[config.mk]
export PLATFORM = sky130hd
export DESIGN_NAME = phy_interrupt_status_enable_bank
export DESIGN_NICKNAME = d
export VERILOG_FILES = /design/src/irq_bank_pkg.sv /design/src/pin_sync.sv /design/src/phy_interrupt_status_enable_bank.sv
export SDC_FILE = /design/constraint.sdc
export NUM_CORES = 1
export LEC_CHECK = 0
export ABC_AREA = 1
export BUFFER_PORTS_ARGS = -buffer_cell sky130_fd_sc_hd__buf_2
export CAP_MARGIN = 20
export CORE_ASPECT_RATIO = 2
export CORE_MARGIN = 1.5
export CORE_UTILIZATION = 30
export CTS_CLUSTER_SIZE = 28
export DETAILED_ROUTE_END_ITERATION = 16
export SYNTH_ARGS = -nofsm -noshare
export SYNTH_HDL_FRONTEND = slang
export SYNTH_HIERARCHICAL = 1
export SYNTH_SLANG_ARGS = --single-unit
[constraint.sdc]
create_clock -name CLK_IN -period 1.5 [get_ports CLK_IN]
set_input_delay 0.075 -clock CLK_IN [delete_from_list [all_inputs] [get_ports CLK_IN]]
set_output_delay 0.075 -clock CLK_IN [all_outputs]
set_load 0.02 [all_outputs]
[src/irq_bank_pkg.sv]
// package: register map, field positions and reset values of the interrupt bank
`default_nettype none
package irq_bank_pkg;
    // register indices; the byte address on the bus is four times the index
    localparam logic [8:0] FLAGS_ONE_IDX = 9'h012;
    localparam logic [8:0] FLAGS_TWO_IDX = 9'h013;
    localparam logic [8:0] STATUS_IDX = 9'h010;
    localparam logic [8:0] CONTROL_IDX = 9'h011;
    localparam logic [8:0] ENERGY_HIST_IDX = 9'h019;
    localparam logic [8:0] ENERGY_CFG_IDX = 9'h101;
    localparam logic [8:0] RX_ERR_CNT_IDX = 9'h015;
    // field positions
    localparam int FLAG_LSB = 8;
    localparam int NUM_EVENTS = 7;
    localparam int ENERGY_FLAG_BIT = 14;
    localparam int LINK_QUAL_EN_BIT = 7;
    localparam int PIN_SET_BIT = 7;
    localparam int GLOBAL_EN_BIT = 1;
    localparam int POLARITY_BIT = 3;
    localparam int ENERGY_HIST_BIT = 10;
    localparam int RISING_ONLY_BIT = 0;
    // reset values
    localparam logic [15:0] FLAGS_ONE_RESET = 16'h0000;
    localparam logic [15:0] FLAGS_TWO_RESET = 16'h0000;
    localparam logic GLOBAL_EN_RESET = 1'b1;
    localparam logic POLARITY_RESET = 1'b1;
    // receive error counter thresholds
    localparam logic [15:0] RX_ERR_HALF = 16'h7fff;
    localparam logic [15:0] RX_ERR_MAX = 16'hffff;
endpackage : irq_bank_pkg
`default_nettype wire

[src/pin_sync.sv]
// two-flop synchroniser for asynchronous event inputs
`default_nettype none
module pin_sync #(
    parameter int WIDTH = 1
) (
    input wire logic CLK_IN,
    input wire logic RESET_IN,
    input wire logic [WIDTH-1:0] D_IN,
    output logic [WIDTH-1:0] Q_OUT
);
    typedef struct packed {
        logic [WIDTH-1:0] meta;
        logic [WIDTH-1:0] sync;
    } sync_state_t;
    sync_state_t s_q;
    sync_state_t s_d;
    // first stage only feeds the second
    always_comb begin
        s_d = s_q;
        s_d.meta = D_IN;
        s_d.sync = s_q.meta;
    end
    always_ff @(posedge CLK_IN) begin
        if (RESET_IN) begin
            s_q <= '0;
        end else begin
            s_q <= s_d;
        end
    end
    assign Q_OUT = s_q.sync;
endmodule // pin_sync
`default_nettype wire

[src/phy_interrupt_status_enable_bank.sv]
// interrupt flag/enable bank with ahb-lite register slave and interrupt pin
`default_nettype none
module phy_interrupt_status_enable_bank
    import irq_bank_pkg::*;
(
    input wire logic CLK_IN,
    input wire logic RESET_IN,
    // ahb-lite slave
    input wire logic HSEL_IN,
    input wire logic [31:0] HADDR_IN,
    input wire logic [1:0] HTRANS_IN,
    input wire logic HWRITE_IN,
    input wire logic [2:0] HSIZE_IN,
    input wire logic [31:0] HWDATA_IN,
    input wire logic HREADY_IN,
    output logic [31:0] HRDATA_OUT,
    output logic HREADYOUT_OUT,
    output logic HRESP_OUT,
    // event sources from the line side (asynchronous levels/pulses)
    input wire logic ENERGY_DETECT_IN,
    input wire logic LINK_STATUS_IN,
    input wire logic WAKE_PACKET_IN,
    input wire logic ESD_EVENT_IN,
    input wire logic TRAINING_DONE_IN,
    input wire logic FALSE_CARRIER_HALF_IN,
    input wire logic RX_ERROR_IN,
    input wire logic LINK_QUALITY_IN,
    // interrupt pin
    output logic IRQ_PIN_OUT
);
    // flags hold bits 6..0 = energy, link, wake, esd, train, fhf, rhf
    typedef struct packed {
        logic [NUM_EVENTS-1:0] flags;
        logic [7:0] enables;
        logic [15:0] reg_two;
        logic global_en;
        logic polarity;
        logic pin_set;
        logic rising_only;
        logic energy_hist;
        logic energy_prev;
        logic link_prev;
        logic wake_prev;
        logic esd_prev;
        logic train_prev;
        logic fhf_prev;
        logic rxe_prev;
        logic [15:0] rx_err_cnt;
        logic ph_valid;
        logic ph_write;
        logic [8:0] ph_idx;
        logic [31:0] rdata;
        logic irq;
    } bank_state_t;

    bank_state_t s_q;
    bank_state_t s_d;
    logic [7:0] ev_sync;
    logic energy_s, link_s, wake_s, esd_s, train_s, fhf_s, rxe_s, lq_s;
    logic [NUM_EVENTS-1:0] events;
    logic addr_take;
    logic [8:0] addr_idx;
    logic [31:0] read_word;
    logic rd_take;
    logic rd_flags_one;
    logic rd_hist;
    logic rd_count;
    logic rx_half_cross;

    // ======================================================
    // input synchronisers: every pin passes two flops
    pin_sync #(
        .WIDTH(8)
    ) u_sync (
        .CLK_IN(CLK_IN),
        .RESET_IN(RESET_IN),
        .D_IN({ENERGY_DETECT_IN, LINK_STATUS_IN, WAKE_PACKET_IN, ESD_EVENT_IN,
               TRAINING_DONE_IN, FALSE_CARRIER_HALF_IN, RX_ERROR_IN, LINK_QUALITY_IN}),
        .Q_OUT(ev_sync)
    );
    assign {energy_s, link_s, wake_s, esd_s, train_s, fhf_s, rxe_s, lq_s} = ev_sync;

    // ======================================================
    // bus decode: single cycle answer, always OKAY
    // hsize is not checked: every register is one whole word
    assign addr_take = HSEL_IN && HREADY_IN && HTRANS_IN[1];
    assign addr_idx = HADDR_IN[10:2];
    // clear-on-read acts at the address phase edge, the edge that also
    // captures the read word, so an event landing there is never wiped unseen
    assign rd_take = addr_take && !HWRITE_IN;
    assign rd_flags_one = rd_take && (addr_idx == FLAGS_ONE_IDX);
    assign rd_hist = rd_take && (addr_idx == ENERGY_HIST_IDX);
    assign rd_count = rd_take && (addr_idx == RX_ERR_CNT_IDX);
    assign HREADYOUT_OUT = 1'b1;
    assign HRESP_OUT = 1'b0;
    assign HRDATA_OUT = s_q.rdata;

    // counter crosses the half mark when going from 7fff to 8000
    assign rx_half_cross = rxe_s && !s_q.rxe_prev && (s_q.rx_err_cnt == RX_ERR_HALF);

    // ======================================================
    // event edge detection on synchronised levels
    always_comb begin
        events = '0;
        if (s_q.rising_only) begin
            events[6] = energy_s && !s_q.energy_prev;
        end else begin
            events[6] = energy_s != s_q.energy_prev;
        end
        events[5] = link_s != s_q.link_prev;
        events[4] = wake_s && !s_q.wake_prev;
        events[3] = esd_s && !s_q.esd_prev;
        events[2] = train_s && !s_q.train_prev;
        events[1] = fhf_s && !s_q.fhf_prev;
        events[0] = rx_half_cross;
    end

    // read mux for the address phase now on the bus; registered into rdata
    always_comb begin
        read_word = 32'h0000_0000;
        case (addr_idx)
            FLAGS_ONE_IDX: read_word[15:0] = {1'b0, s_q.flags, s_q.enables};
            FLAGS_TWO_IDX: read_word[15:0] = s_q.reg_two;
            STATUS_IDX: read_word[PIN_SET_BIT] = s_q.pin_set;
            CONTROL_IDX: begin
                read_word[POLARITY_BIT] = s_q.polarity;
                read_word[GLOBAL_EN_BIT] = s_q.global_en;
            end
            ENERGY_HIST_IDX: read_word[ENERGY_HIST_BIT] = s_q.energy_hist;
            ENERGY_CFG_IDX: read_word[RISING_ONLY_BIT] = s_q.rising_only;
            RX_ERR_CNT_IDX: read_word[15:0] = s_q.rx_err_cnt;
            default: read_word = 32'h0000_0000;
        endcase
    end

    // ======================================================
    // next-state: flags, registers, counter, pin
    always_comb begin
        s_d = s_q;
        s_d.energy_prev = energy_s;
        s_d.link_prev = link_s;
        s_d.wake_prev = wake_s;
        s_d.esd_prev = esd_s;
        s_d.train_prev = train_s;
        s_d.fhf_prev = fhf_s;
        s_d.rxe_prev = rxe_s;
        // history latches each flagged energy event (rising edges only when rising_only is set) until read at 19h
        if (rd_hist) begin
            s_d.energy_hist = 1'b0;
        end
        if (events[6]) begin
            s_d.energy_hist = 1'b1;
        end
        // saturating receive error counter, cleared on read
        // a count landing on the clearing edge survives as the first new count
        if (rd_count) begin
            s_d.rx_err_cnt = 16'h0000;
        end
        if (rxe_s && !s_q.rxe_prev && s_d.rx_err_cnt != RX_ERR_MAX) begin
            s_d.rx_err_cnt = s_d.rx_err_cnt + 16'h0001;
        end
        // clear on read, then set wins so no event is lost
        if (rd_flags_one) begin
            s_d.flags = '0;
            s_d.pin_set = 1'b0;
        end
        s_d.flags = s_d.flags | events;
        // address phase capture
        s_d.ph_valid = addr_take;
        s_d.ph_write = HWRITE_IN;
        s_d.ph_idx = addr_idx;
        s_d.rdata = addr_take && !HWRITE_IN ? read_word : 32'h0000_0000;
        // data phase writes: flag bits are hardware owned
        if (s_q.ph_valid && s_q.ph_write) begin
            case (s_q.ph_idx)
                FLAGS_ONE_IDX: s_d.enables = HWDATA_IN[7:0];
                FLAGS_TWO_IDX: s_d.reg_two[7:0] = HWDATA_IN[7:0];
                CONTROL_IDX: begin
                    s_d.polarity = HWDATA_IN[POLARITY_BIT];
                    s_d.global_en = HWDATA_IN[GLOBAL_EN_BIT];
                end
                ENERGY_CFG_IDX: s_d.rising_only = HWDATA_IN[RISING_ONLY_BIT];
                default: s_d.rising_only = s_d.rising_only;
            endcase
        end
        // link quality level is gated by its enable and global_en only, no flag held
        s_d.irq = s_q.global_en &&
                  (|(s_q.flags & s_q.enables[NUM_EVENTS-1:0]) ||
                   (lq_s && s_q.enables[LINK_QUAL_EN_BIT]));
        // status records the pin going active; the level that lingers for the
        // cycle after the clearing read must not set it again
        if (s_d.irq && !s_q.irq) begin
            s_d.pin_set = 1'b1;
        end
    end

    always_ff @(posedge CLK_IN) begin
        if (RESET_IN) begin
            s_q <= '0;
            s_q.global_en <= GLOBAL_EN_RESET;
            s_q.polarity <= POLARITY_RESET;
        end else begin
            s_q <= s_d;
        end
    end

    // pin idles at the polarity level, active at its inverse
    assign IRQ_PIN_OUT = s_q.irq ^ s_q.polarity;

    // ======================================================
    // assertions
    flag_clear_a: assert property (@(posedge CLK_IN) disable iff (RESET_IN)
        rd_flags_one && !(|events) |=> s_q.flags == '0)
        else $error("flags not cleared by read");
    set_wins_a: assert property (@(posedge CLK_IN) disable iff (RESET_IN)
        events[5] |=> s_q.flags[5])
        else $error("link event lost");
    irq_gate_a: assert property (@(posedge CLK_IN) disable iff (RESET_IN)
        !s_q.global_en |=> !s_q.irq)
        else $error("irq despite global disable");
    irq_cause_a: assert property (@(posedge CLK_IN) disable iff (RESET_IN)
        s_q.global_en && |(s_q.flags & s_q.enables[6:0]) |=> s_q.irq)
        else $error("irq missing");
    pin_level_a: assert property (@(posedge CLK_IN) disable iff (RESET_IN)
        IRQ_PIN_OUT == (s_q.polarity ? !s_q.irq : s_q.irq))
        else $error("pin polarity wrong");
    cnt_sat_a: assert property (@(posedge CLK_IN) disable iff (RESET_IN)
        s_q.rx_err_cnt == RX_ERR_MAX && !rd_count
        |=> s_q.rx_err_cnt == RX_ERR_MAX)
        else $error("counter wrapped");
    rhf_set_a: assert property (@(posedge CLK_IN) disable iff (RESET_IN)
        rx_half_cross |=> s_q.flags[0])
        else $error("half-full flag missing");
    pin_set_a: assert property (@(posedge CLK_IN) disable iff (RESET_IN)
        $rose(s_q.irq) |-> s_q.pin_set)
        else $error("pin-set status missing");
    pin_clear_a: assert property (@(posedge CLK_IN) disable iff (RESET_IN)
        rd_flags_one && s_q.irq |=> !s_q.pin_set)
        else $error("pin-set status not cleared");
    read_word_a: assert property (@(posedge CLK_IN) disable iff (RESET_IN)
        rd_flags_one |=> HRDATA_OUT == {16'h0000, 1'b0, $past(s_q.flags), $past(s_q.enables)})
        else $error("flag register read word wrong");
    events_kept_a: assert property (@(posedge CLK_IN) disable iff (RESET_IN)
        |events |=> (s_q.flags & $past(events)) == $past(events))
        else $error("event lost");
    hist_set_a: assert property (@(posedge CLK_IN) disable iff (RESET_IN)
        events[6] |=> s_q.energy_hist)
        else $error("energy history not set");
    hist_clr_a: assert property (@(posedge CLK_IN) disable iff (RESET_IN)
        rd_hist && !events[6] |=> !s_q.energy_hist)
        else $error("energy history not cleared");
    // ======================================================
    // register writes land at the data phase edge
    enables_wr_a: assert property (@(posedge CLK_IN) disable iff (RESET_IN)
        s_q.ph_valid && s_q.ph_write && s_q.ph_idx == FLAGS_ONE_IDX
        |=> s_q.enables == $past(HWDATA_IN[7:0]))
        else $error("enable write lost");
    two_wr_a: assert property (@(posedge CLK_IN) disable iff (RESET_IN)
        s_q.ph_valid && s_q.ph_write && s_q.ph_idx == FLAGS_TWO_IDX
        |=> s_q.reg_two == {8'h00, $past(HWDATA_IN[7:0])})
        else $error("second register write wrong");
    global_wr_a: assert property (@(posedge CLK_IN) disable iff (RESET_IN)
        s_q.ph_valid && s_q.ph_write && s_q.ph_idx == CONTROL_IDX
        |=> s_q.global_en == $past(HWDATA_IN[GLOBAL_EN_BIT]))
        else $error("global enable write lost");
    polarity_wr_a: assert property (@(posedge CLK_IN) disable iff (RESET_IN)
        s_q.ph_valid && s_q.ph_write && s_q.ph_idx == CONTROL_IDX
        |=> s_q.polarity == $past(HWDATA_IN[POLARITY_BIT]))
        else $error("polarity write lost");
    rise_cfg_wr_a: assert property (@(posedge CLK_IN) disable iff (RESET_IN)
        s_q.ph_valid && s_q.ph_write && s_q.ph_idx == ENERGY_CFG_IDX
        |=> s_q.rising_only == $past(HWDATA_IN[RISING_ONLY_BIT]))
        else $error("rising-only select write lost");
    // ======================================================
    // rising-only check and cover points for the main scenarios
    rise_only_a: assert property (@(posedge CLK_IN) disable iff (RESET_IN)
        s_q.rising_only && !energy_s && s_q.energy_prev |-> !events[6])
        else $error("falling edge flagged");
    read_cov_c: cover property (@(posedge CLK_IN) rd_flags_one && |s_q.flags);
    irq_cov_c: cover property (@(posedge CLK_IN) $rose(s_q.irq));
    race_cov_c: cover property (@(posedge CLK_IN) rd_flags_one && |events);
    hist_cov_c: cover property (@(posedge CLK_IN) rd_hist && s_q.energy_hist);
    half_cov_c: cover property (@(posedge CLK_IN) rx_half_cross);
endmodule // phy_interrupt_status_enable_bank
`default_nettype wire

# Word-level counts from Yosys, hierarchy flattened
# Cells that the tools add are included.
[op_classes]
addsub = 1
n_eq_ne = 15
n_mux = 17
bitwise = 4
reduce_logical = 35
[op_table]
columns = ["cell", "n"]
rows = [
  ["equality test 9 x 5 -> 1 bit (second input constant)", 9],
  ["2-to-1 mux 16 bit", 2],
  ["equality test 9 bit (second input constant)", 2],
  ["logical AND 1 bit", 18],
  ["adder 16 x 1 -> 16 bit (second input constant)", 1],
  ["equality test 16 x 15 -> 1 bit (second input constant)", 1],
  ["!= test 16 bit (second input constant)", 1],
  ["case mux 1 bit (4 select lines)", 4],
  ["case mux 5 bit (2 select lines)", 1],
  ["case mux 3 bit (3 select lines)", 1],
  ["zero test 1 bit", 8],
  ["AND reduction 2 bit", 4],
  ["AND 7 bit", 1],
  ["2-to-1 mux 7 bit", 1],
  ["bitwise OR 7 bit", 1],
  ["OR reduction 7 bit", 1],
  ["case mux 1 bit (3 select lines)", 2],
  ["2-to-1 mux 1 bit", 5],
  ["case mux 2 bit (2 select lines)", 1],
  ["nonzero test 2 bit", 2],
  ["!= test 1 bit", 2],
  ["OR reduction 2 bit", 1],
  ["logical OR 1 bit", 1],
  ["NOT 1 bit", 1],
  ["bitwise XOR 1 bit", 1],
]
[word_totals]
regBits = 111
inputBits = 82
out_inout_bits = 35
wordCells = 96

# Longest topological paths before layout
# Gate-level depths: netlist (run 1).
[logic_depth]
ltp_word = 8
mapped_depth = 12
mapped_depth_nobuf = 11

# Modules after synthesis
# Netlist (run 1), hierarchy kept.
[modules_own_cells]
columns = ["module", "instances", "cells_each", "area_each_um2", "seq_area_each_um2"]
rows = [
  ["phy_interrupt_status_enable_bank", 1, 522, 3779.9, 1581.5],
  ["pin_sync", 1, 50, 474.2, 320.3],
]

# Worst setup path after synthesis (run 1)
# No wires, ideal clock.
[synth_path]
path_kind = "register to register"
from = "register s_q[40] (netlist bit)"
to = "register s_q[74] (netlist bit)"
setup_ps = 119
arrival_ps = 1392
required_time_ps = 1381
setup_slack_ps = -11
stages_incl_launch_ff = 7
n_path_buf = 1
path_cell_list = "dfxtp_1 > or2_2 > nor3b_2 > nand3_1 > buf_2 > o21ai_0 > a21oi_1"
[synth_between]
elab_chain_cells = 2
[synth_lines]
columns = ["item", "line_no", "text"]
rows = [
  ["from (decl)", "phy_interrupt_status_enable_bank.sv:56", "bank_state_t s_q;"],
  ["equality test 9 x 5 -> 1 bit", "phy_interrupt_status_enable_bank.sv:175", "case (s_q.ph_idx)"],
  ["AND reduction 2 bit (no line)", "n/a", ""],
]
# Every way passes these cells.
# A chain may end at the register's enable or synchronous reset.

# Final worst setup path (run 1)
[layout_path]
from = "register s_q[49] (netlist bit)"
to = "register s_q[44] (netlist bit)"
[layout_between]
elab_chain_cells = 4
[layout_lines]
columns = ["item", "line_no", "text"]
rows = [
  ["2-to-1 mux 16 bit", "phy_interrupt_status_enable_bank.sv:156", "if (rd_count) begin"],
  ["!= test 16 bit", "phy_interrupt_status_enable_bank.sv:159", "if (rxe_s && !s_q.rxe_prev && s_d.rx_err_cnt != RX_ERR_MAX) begin"],
  ["logical AND 1 bit", "phy_interrupt_status_enable_bank.sv:159", ""],
  ["2-to-1 mux 16 bit", "phy_interrupt_status_enable_bank.sv:159", ""],
]
# Every way passes these cells.

==> flow_summary.ini, run 1 <==
[setup_path]
required_ns = 1.78
cp.arrival_ns = 1.72
critPathKind = reg -> reg
path_common_cell = nand3_2
r2r_slack_ns = 0.05
start_kind = register
reg2reg_depth = 9
path_max_fanout = 4
crit_family = simple AND/OR/NAND/NOR gates
cp_slowest_stage_delay_ns = 0.35
critPathBufInv = 2
path_depth = 9
reg2reg_from = s_q[49]
worstSetupEndpointType = register
worstPathCellList = inv_1 -> nor2_2 -> nand3_2 -> nor2_4 -> nand3_4 -> buf_6 -> nand3_2 -> nand2_1 -> a21oi_2
cp_slowest_cell = dfxtp_1
r2r-end = s_q[44]

[logic_synthesis]
synthArstFlopShare = 0
synth_area_um2 = 4250
yosysWarnings = 6
synthCells = 572
ys_seq_elements = 95
ys_seq_area_frac = 0.447
syn_area_per_cell_um2 = 7.44
ys.flop_type = dfxtp_1
synth_edf_count = 0
synth.distinct_cells = 42

[timing]
worst_slack_ns = 0.0549
period_share = 0.963
setup_viol = 0
hold_viol = 0
fmax_ghz = 0.692
tightest_slew_ns = 0.611
slew_headroom = 0.589
drv_slew = 0
rsz0062_at_grt = yes
period_minus_slack_ns = 1.45
skew_ns = 0.00737

[worst_hold_path]
worstHoldEndpoint = s_q[35]
hp-start = HADDR_IN[4]
hold_path.class = in -> reg
hold_path_depth = 3

[cells_and_area]
syn_to_final_growth_pct = 27.2
antenna_cells = 0
fin_util = 0.390
layout-drive-gt1-share = 0.249
final_nets = 752

[pwr]
power_uw = 5270
p_leak_uw = 0.00239
ir_worst_vdd_v = 0.000544
power.density_nw_per_um2 = 974

[floorplan]
initial_utilization = 0.306
dieHeight_um = 171
core-area_um2 = 13900
die_w_um = 87.2
placement_rows = 61
dieArea_um2 = 14900
pin_count = 117

[global_route]
grt_pass1_vias = 3621
grt_max_degree = 44
antenna_found_initial = 0
grt_overflow = 0
grt_pass1_wl_mm = 17.3
grtUsageTotal = 0.155

[clock_tree]
clockBufferDepth = 2
clkLatencyLatePin_ns = 0.35
htree_levels = 3
cts_tree = yes
cts_buffers = 9
clock-root-buffer = clkbuf_16
clkTransAtPathRegs_ns = 0.07
clock_sinks = 95

[routing]
final_antenna_net_count = 0
wirelength_mm = 11.1
viasPerCell = 4.47
wire_per_inst_um = 12.8
drc = 0
dr.first_iter.drc_count = 189
vias = 3860
first_pass_iters = 4

[job]
maxCapViolCount = 0

[status]
outcome = complete, no violations

[placement]
gp_congestion = 0.826
dpl.hpwl_mm = 8.43
post-place-ws_ns = -0.132
portBuffers = 47
-- flip-flops by register name, indices dropped and copies added (netlist names) --
signal and count:
HRDATA_OUT 16, s_q 63, u_sync/Q_OUT 8, u_sync/s_d 8
-- cells in the mapped netlist, types with 2 or more instances --
cell type,count,area (um2)
clkbuf_1,7,26.3
a221oi_1,4,35.0
inv_2,2,7.51
buf_4,36,270
o31ai_1,2,15.0
buf_2,5,25.0
nor2_4,3,33.8
dfxtp_1,95,1900
nand3_4,2,35.0
nor4_1,2,12.5
nor2_2,6,37.5
o21ai_0,25,125
nand2_4,2,22.5
nand3_1,34,170
inv_1,81,304
nor3_1,7,35.0
o22ai_1,5,31.3
xor2_1,2,17.5
conb_1,2,7.51
a22oi_1,3,22.5
nand4_1,12,75.1
nor2_1,82,308
nand2_1,94,353
buf_6,2,22.5
nand2_2,2,12.5
a21oi_1,39,195
-- repair_timing --
item                                    CTS  global route
pin swaps                                 3             5
resized for setup                        18            22
hold endpoints to repair                 16             0
cloned                                    1             0
hold buffers                             15             0
buffers inserted                          1             2
endpoints found under the setup margin   11            30
-- tightest hold or removal path, delay by kind of cell --
kind | cells | cell delay, ns
buf+inv | 2 | 0.16
simple gates | 1 | 0.08
-- area by class of cell --
type / instances / area (um2)
Clock buffer: 9 / 225
Tap cell: 189 / 236
Multi-Input combinational cell: 358 / 1820
Fill cell: 1486 / 8480
Clock inverter: 7 / 73.8
Timing Repair Buffer: 121 / 837
Sequential cell: 95 / 1910
Inverter: 84 / 315
-- layer usage --
| layer | wire length, um | global-route usage | share of wire |
|---|---|---|---|
| met5 | 0 | 0 | 0 |
| met4 | 637 | 0.102 | 0.058 |
| met3 | 409 | 0.0283 | 0.037 |
| met2 | 6170 | 0.296 | 0.56 |
| met1 | 3850 | 0.144 | 0.35 |
-- kinds of logic after synthesis --
kind of cell | share of synthesized area
buffers and inverters | 0.159
XOR/XNOR | 0.00618
other | 0.00177
AND/OR/NAND/NOR | 0.274
adder cells (fa/ha/maj) | 0.00294
flip-flops | 0.447
AO/OA/AOI/OAI | 0.109
-- where the power goes --
group | total (uW) | switching (uW) | internal [uW]
clock network | 2280 | 1100 | 1180
registers | 2620 | 34.7 | 2580
logic | 373 | 221 | 152
-- cell usage in the layout (no fill, tap or decap), types with 4 or more instances in the layout --
cell type / netlist / layout
a21oi_1: 39 / 37
a221oi_1: 4 / 4
buf_2: 5 / 48
buf_4: 36 / 55
clkbuf_16: 0 / 9
conb_1: 2 / 18
dfxtp_1: 95 / 91
dfxtp_2: 0 / 4
dlygate4sd3_1: 0 / 15
inv_1: 81 / 80
nand2_1: 94 / 88
nand2_2: 2 / 8
nand3_1: 34 / 30
nand3_2: 1 / 5
nand4_1: 12 / 12
nor2_1: 82 / 80
nor2_2: 6 / 8
nor3_1: 7 / 6
o21ai_0: 25 / 14
o21ai_1: 0 / 8
o22ai_1: 5 / 5
-- worst max path at each step --
stage                      from       endpoint  slack [ns]
floorplan               s_q[40]        s_q[74]       -0.01
global placement    HADDR_IN[7]  HRDATA_OUT[1]       -0.15
detailed placement  HADDR_IN[7]  HRDATA_OUT[1]       -0.13
CTS                     s_q[40]        s_q[79]       0.003
global route            s_q[49]        s_q[44]       -0.06
finish                  s_q[49]        s_q[44]        0.05
-- stage by stage --
step | instance area, um2 | setup TNS [ns] | instances | hold slack (ns)
after CTS | 5320 | 0 | 861 | 0.00370
after floorplan | 4310 | -0.0444 | 588 | 0.182
after global placement | 4840 | -1.39 | 828 | 0.275
after detailed placement | 4840 | -1.64 | 828 | 0.281
after global routing | 5410 | -0.350 | 863 | 0.0228
final | 5410 | 0 | 863 | 0.00816
Power figures use the tool's default switching activity.
==> inputs of run 2 (changes only) <==
==> constraint.sdc (replaced) <==
create_clock -name CLK_IN -period 1.5 [get_ports CLK_IN]
set_input_delay 0.3 -clock CLK_IN [delete_from_list [all_inputs] [get_ports CLK_IN]]
set_output_delay 0.3 -clock CLK_IN [all_outputs]
set_load 0.02 [all_outputs]
==> flow_summary.ini, run 2 (synthesis results as in run 1) <==
[setup_path]
cp_slowest_cell = nor2_4
path_max_fanout = 7
worstPathCellList = buf_2 -> nor2_2 -> nand2_2 -> nor2_4 -> nand3_4 -> nand4_1 -> inv_2 -> buf_4 -> nand2_2 -> nand3_4 -> nand2_2 -> inv_1 -> nor2_1
cp_slowest_stage_delay_ns = 0.20
reg2reg_depth = 8
start_kind = input pin
cp.arrival_ns = 1.78
path_common_cell = nand2_2
worstSetupEndpointType = register
critPathKind = in -> reg
reg2reg_from = s_q[46]
r2r_slack_ns = 0.05
r2r-end = s_q[53]
required_ns = 1.79

[worst_hold_path]
hp-start = ESD_EVENT_IN
worstHoldEndpoint = u_sync/s_d[4]
hold_path.class = in -> reg
hold_path_depth = 3

[floorplan]
die_w_um = 87.2
initial_utilization = 0.306
pin_count = 117
core-area_um2 = 13900
placement_rows = 61
dieArea_um2 = 14900
dieHeight_um = 171

[status]
outcome = complete, no violations

[routing]
first_pass_iters = 4
viasPerCell = 4.48
vias = 3918
drc = 0
wire_per_inst_um = 13.1
dr.first_iter.drc_count = 255
final_antenna_net_count = 0
wirelength_mm = 11.5

[cells_and_area]
largest_register = s_q
layout-drive-gt1-share = 0.289
largest_reg_flops = 63
antenna_cells = 0
fin_util = 0.399
final_common_cell = dfxtp_1
syn_to_final_growth_pct = 30.3
final_nets = 763
layout_common_cells = 94 x dfxtp_1, 87 x nand2_1, 79 x inv_1, 79 x buf_4, 78 x nor2_1
stdcell_area_um2 = 5540

[clock_tree]
clkLatencyLatePin_ns = 0.35
clockBufferDepth = 2
cts_tree = yes
clkTransAtPathRegs_ns = 0.08
cts_hold_buffers = 0
clock_sinks = 95
clock-root-buffer = clkbuf_16
cts_buffers = 9
htree_levels = 3

[global_route]
grt_overflow = 0
grt_pass1_wl_mm = 17.9
antenna_found_initial = 0
grtUsageTotal = 0.159
grt_max_degree = 45
grt_pass1_vias = 3808

[pwr]
power.density_nw_per_um2 = 949
ir_worst_vdd_v = 0.000542
power_uw = 5260
p_leak_uw = 0.00244

[timing]
hold_viol = 0
fmax_ghz = 0.671
rsz0062_at_grt = yes
setup_viol = 0
skew_ns = 0.00732
worst_slack_ns = 0.00885
period_share = 0.994
period_minus_slack_ns = 1.49
drv_slew = 0

[placement]
gp_congestion = 0.844
post-place-ws_ns = -0.339
dpl.hpwl_mm = 8.74
portBuffers = 47
post_dp_cell_area_um2 = 4990

[job]
maxCapViolCount = 0
[run 2: power by group]
group	total [uW]	internal (uW)	switching, uW	leakage (uW)
logic	371	146	225	0.00152
registers	2620	2580	38.9	0.000774
clock network	2270	1180	1090	0.000147
[run 2: per-layer routing]
metal  track usage  share of wire
met5             0              0
met3        0.0254          0.036
met2         0.314           0.57
met1         0.140           0.34
met4         0.108          0.050
[run 2: area by class of cell]
class                      instances  area [um2]
fill                            1492        8350
sequential                        95        1900
multi-input combinational        359        1900
timing repair buffer             131         893
inverter                          84         315
tap                              189         236
clock buffer                       9         225
clock inverter                     7        71.3
[run 2: worst max-delay path, delay by kind of cell]
kind	cells	cell delay (ns)
buffers and inverters	4	0.36
and+or+nand+nor	9	1.11
[run 2: worst max path at each step]
stage,startpoint,endpoint,slack (ns),cells after the start
2_1_floorplan,s_q[40],s_q[74],-0.01,6
3_3_place_gp,HADDR_IN[7],s_q[52],-0.31,13
3_5_place_dp,HADDR_IN[7],s_q[52],-0.34,13
4_1_cts,s_q[40],s_q[88],0.002,6
5_1_grt,HADDR_IN[9],s_q[52],-0.10,13
6_report,HADDR_IN[9],s_q[52],0.009,13
[run 2: repair_timing]
item                                   CTS  global route
resized for setup                        3            40
setup endpoints to repair               16            39
buffers inserted                         2             9
gates cloned                             0             1
endpoints found under the hold margin    0             0
pin swaps                                1            24
[run 2: stage by stage]
step	TNS (ns)	std cells	hold slack [ns]
6_report	0	874	0.144
5_1_grt	-1.01	874	0.150
4_1_cts	0	866	0.138
3_5_place_dp	-8.97	848	0.394
3_3_place_gp	-8.45	848	0.390
2_1_floorplan	-0.0499	588	0.388
==> inputs of run 3 (changes only) <==
--- a/config.mk
+++ b/config.mk
@@ -9,7 +9,6 @@
 export BUFFER_PORTS_ARGS = -buffer_cell sky130_fd_sc_hd__buf_2
 export CAP_MARGIN = 20
 export CORE_ASPECT_RATIO = 2
-export CORE_MARGIN = 1.5
 export CORE_UTILIZATION = 30
 export CTS_CLUSTER_SIZE = 28
 export DETAILED_ROUTE_END_ITERATION = 16
==> flow_summary.ini, run 3 (synthesis results as in run 1) <==
[status]
outcome = finished, violations left
violations = negative setup slack

[routing]
wirelength_mm = 11.6
final_antenna_net_count = 0
wire_per_inst_um = 13.2
dr.first_iter.drc_count = 251
drc = 0
viasPerCell = 4.48
first_pass_iters = 4
vias = 3935

[timing]
rsz0062_at_grt = yes
timing.setup.tns_ns = -0.00843
fmax_ghz = 0.664
worst_slack_ns = -0.00593
period_minus_slack_ns = 1.51
skew_ns = 0.0132
drv_slew = 0
period_share = 1.00
setup_viol = 2
hold_viol = 0

[worst_hold_path]
worstHoldEndpoint = u_sync/s_d[5]
hp-start = WAKE_PACKET_IN
hold_path_depth = 3
hold_path.class = in -> reg

[clock_tree]
htree_levels = 3
cts_tree = yes
clkLatencyLatePin_ns = 0.35
cts_buffers = 9
clock-root-buffer = clkbuf_16
clkTransAtPathRegs_ns = 0.07
clock_sinks = 95
cts_hold_buffers = 0
clockBufferDepth = 2

[floorplan]
dieArea_um2 = 14700
placement_rows = 61
die_w_um = 86.2
core-area_um2 = 13900
pin_count = 117
initial_utilization = 0.306
dieHeight_um = 170

[pwr]
ir_worst_vdd_v = 0.000592
p_leak_uw = 0.00251
power.density_nw_per_um2 = 933

[cells_and_area]
layout_common_cells = 91 x dfxtp_1, 84 x nand2_1, 80 x inv_1
final_common_cell = dfxtp_1
antenna_cells = 0
largest_reg_flops = 63
final_nets = 768
layout-drive-gt1-share = 0.301
syn_to_final_growth_pct = 32.6
largest_register = s_q

[placement]
dpl.hpwl_mm = 8.53
gp_congestion = 0.876
post-place-ws_ns = -0.314
portBuffers = 47

[setup_path]
r2r_slack_ns = 0.01
reg2reg_depth = 9
critPathKind = in -> reg
cp.arrival_ns = 1.75
path_max_fanout = 8
reg2reg_from = s_q[51]
start_kind = input pin
worstSetupEndpointType = register
r2r-end = s_q[50]
required_ns = 1.75

[global_route]
grt_pass1_wl_mm = 17.2
grt_pass1_vias = 3609
grtUsageTotal = 0.157
grt_max_degree = 45
antenna_found_initial = 0
grt_overflow = 0

[job]
maxCapViolCount = 0
-- run 3: cell types whose count changed in the layout (fill, tap and decap cells not counted), sizes merged --
cell / change
buf: +3
clkinvlp: +1
clkinv: -1
nand2: +1
clkbuf: +1
-- run 3: critical path, cell delays in order --
cell and delay (ns):
buf_8 0.10, nor2_4 0.09, nand2_2 0.08, nor2_4 0.23, nand3_4 0.22, nand4_1 0.17
inv_2 0.07, nand3_4 0.10, buf_6 0.13, nand2_8 0.09, nor2_1 0.11, nor2_1 0.05
-- run 3: layout make-up --
class                      count  area [um2]
sequential                    95        1910
timing repair buffer         135         990
tap                          189         236
fill                        1488        8250
clock inverter                 7        63.8
clock buffer                   9         225
inverter                      84         315
multi-input combinational    360        1910
-- run 3: how the worst max path moves through the flow --
stage / startpoint / end / slack, ns / cells after the start
3_5_place_dp: HADDR_IN[7] / s_q[59] / -0.31 / 14
3_3_place_gp: HADDR_IN[7] / s_q[59] / -0.29 / 14
2_1_floorplan: s_q[40] / s_q[74] / -0.01 / 6
6_report: HADDR_IN[9] / s_q[55] / -0.006 / 12
4_1_cts: s_q[45] / s_q[44] / 0.01 / 9
5_1_grt: HADDR_IN[9] / s_q[52] / -0.08 / 12
-- run 3: repair_timing --
| item | 4_1_cts | 5_1_grt |
|---|---|---|
| pin swaps | 2 | 18 |
| endpoints found under the setup margin | 18 | 30 |
| buffers inserted | 1 | 8 |
| gates cloned | 0 | 3 |
| resized for setup | 3 | 55 |
-- run 3: power breakdown --
group / internal, uW / switching (uW)
Clock: 1170 / 1080
Combinational: 164 / 236
Sequential: 2580 / 39.2
Total: 3910 / 1350
-- run 3: metal layers --
| metal | part of all wire | GRT usage | up-vias |
|---|---|---|---|
| met5 | 0 | 0 | - |
| met2 | 0.56 | 0.304 | 105 |
| li1 | - | - | 1994 |
| met1 | 0.34 | 0.137 | 1796 |
| met4 | 0.061 | 0.109 | 0 |
| met3 | 0.038 | 0.0373 | 40 |
-- run 3: metrics by stage --
stage / area [um2] / util / power [uW] / hold WS, ns / instances
detailed placement: 5040 / 0.363 / 3040 / 0.397 / 851
global route: 5640 / 0.406 / 5480 / 0.141 / 879
finish: 5640 / 0.406 / 5260 / 0.146 / 879
CTS: 5350 / 0.385 / 5280 / 0.133 / 868
floorplan: 4320 / - / 2910 / 0.388 / 588
global placement: 5040 / 0.363 / 3030 / 0.390 / 851
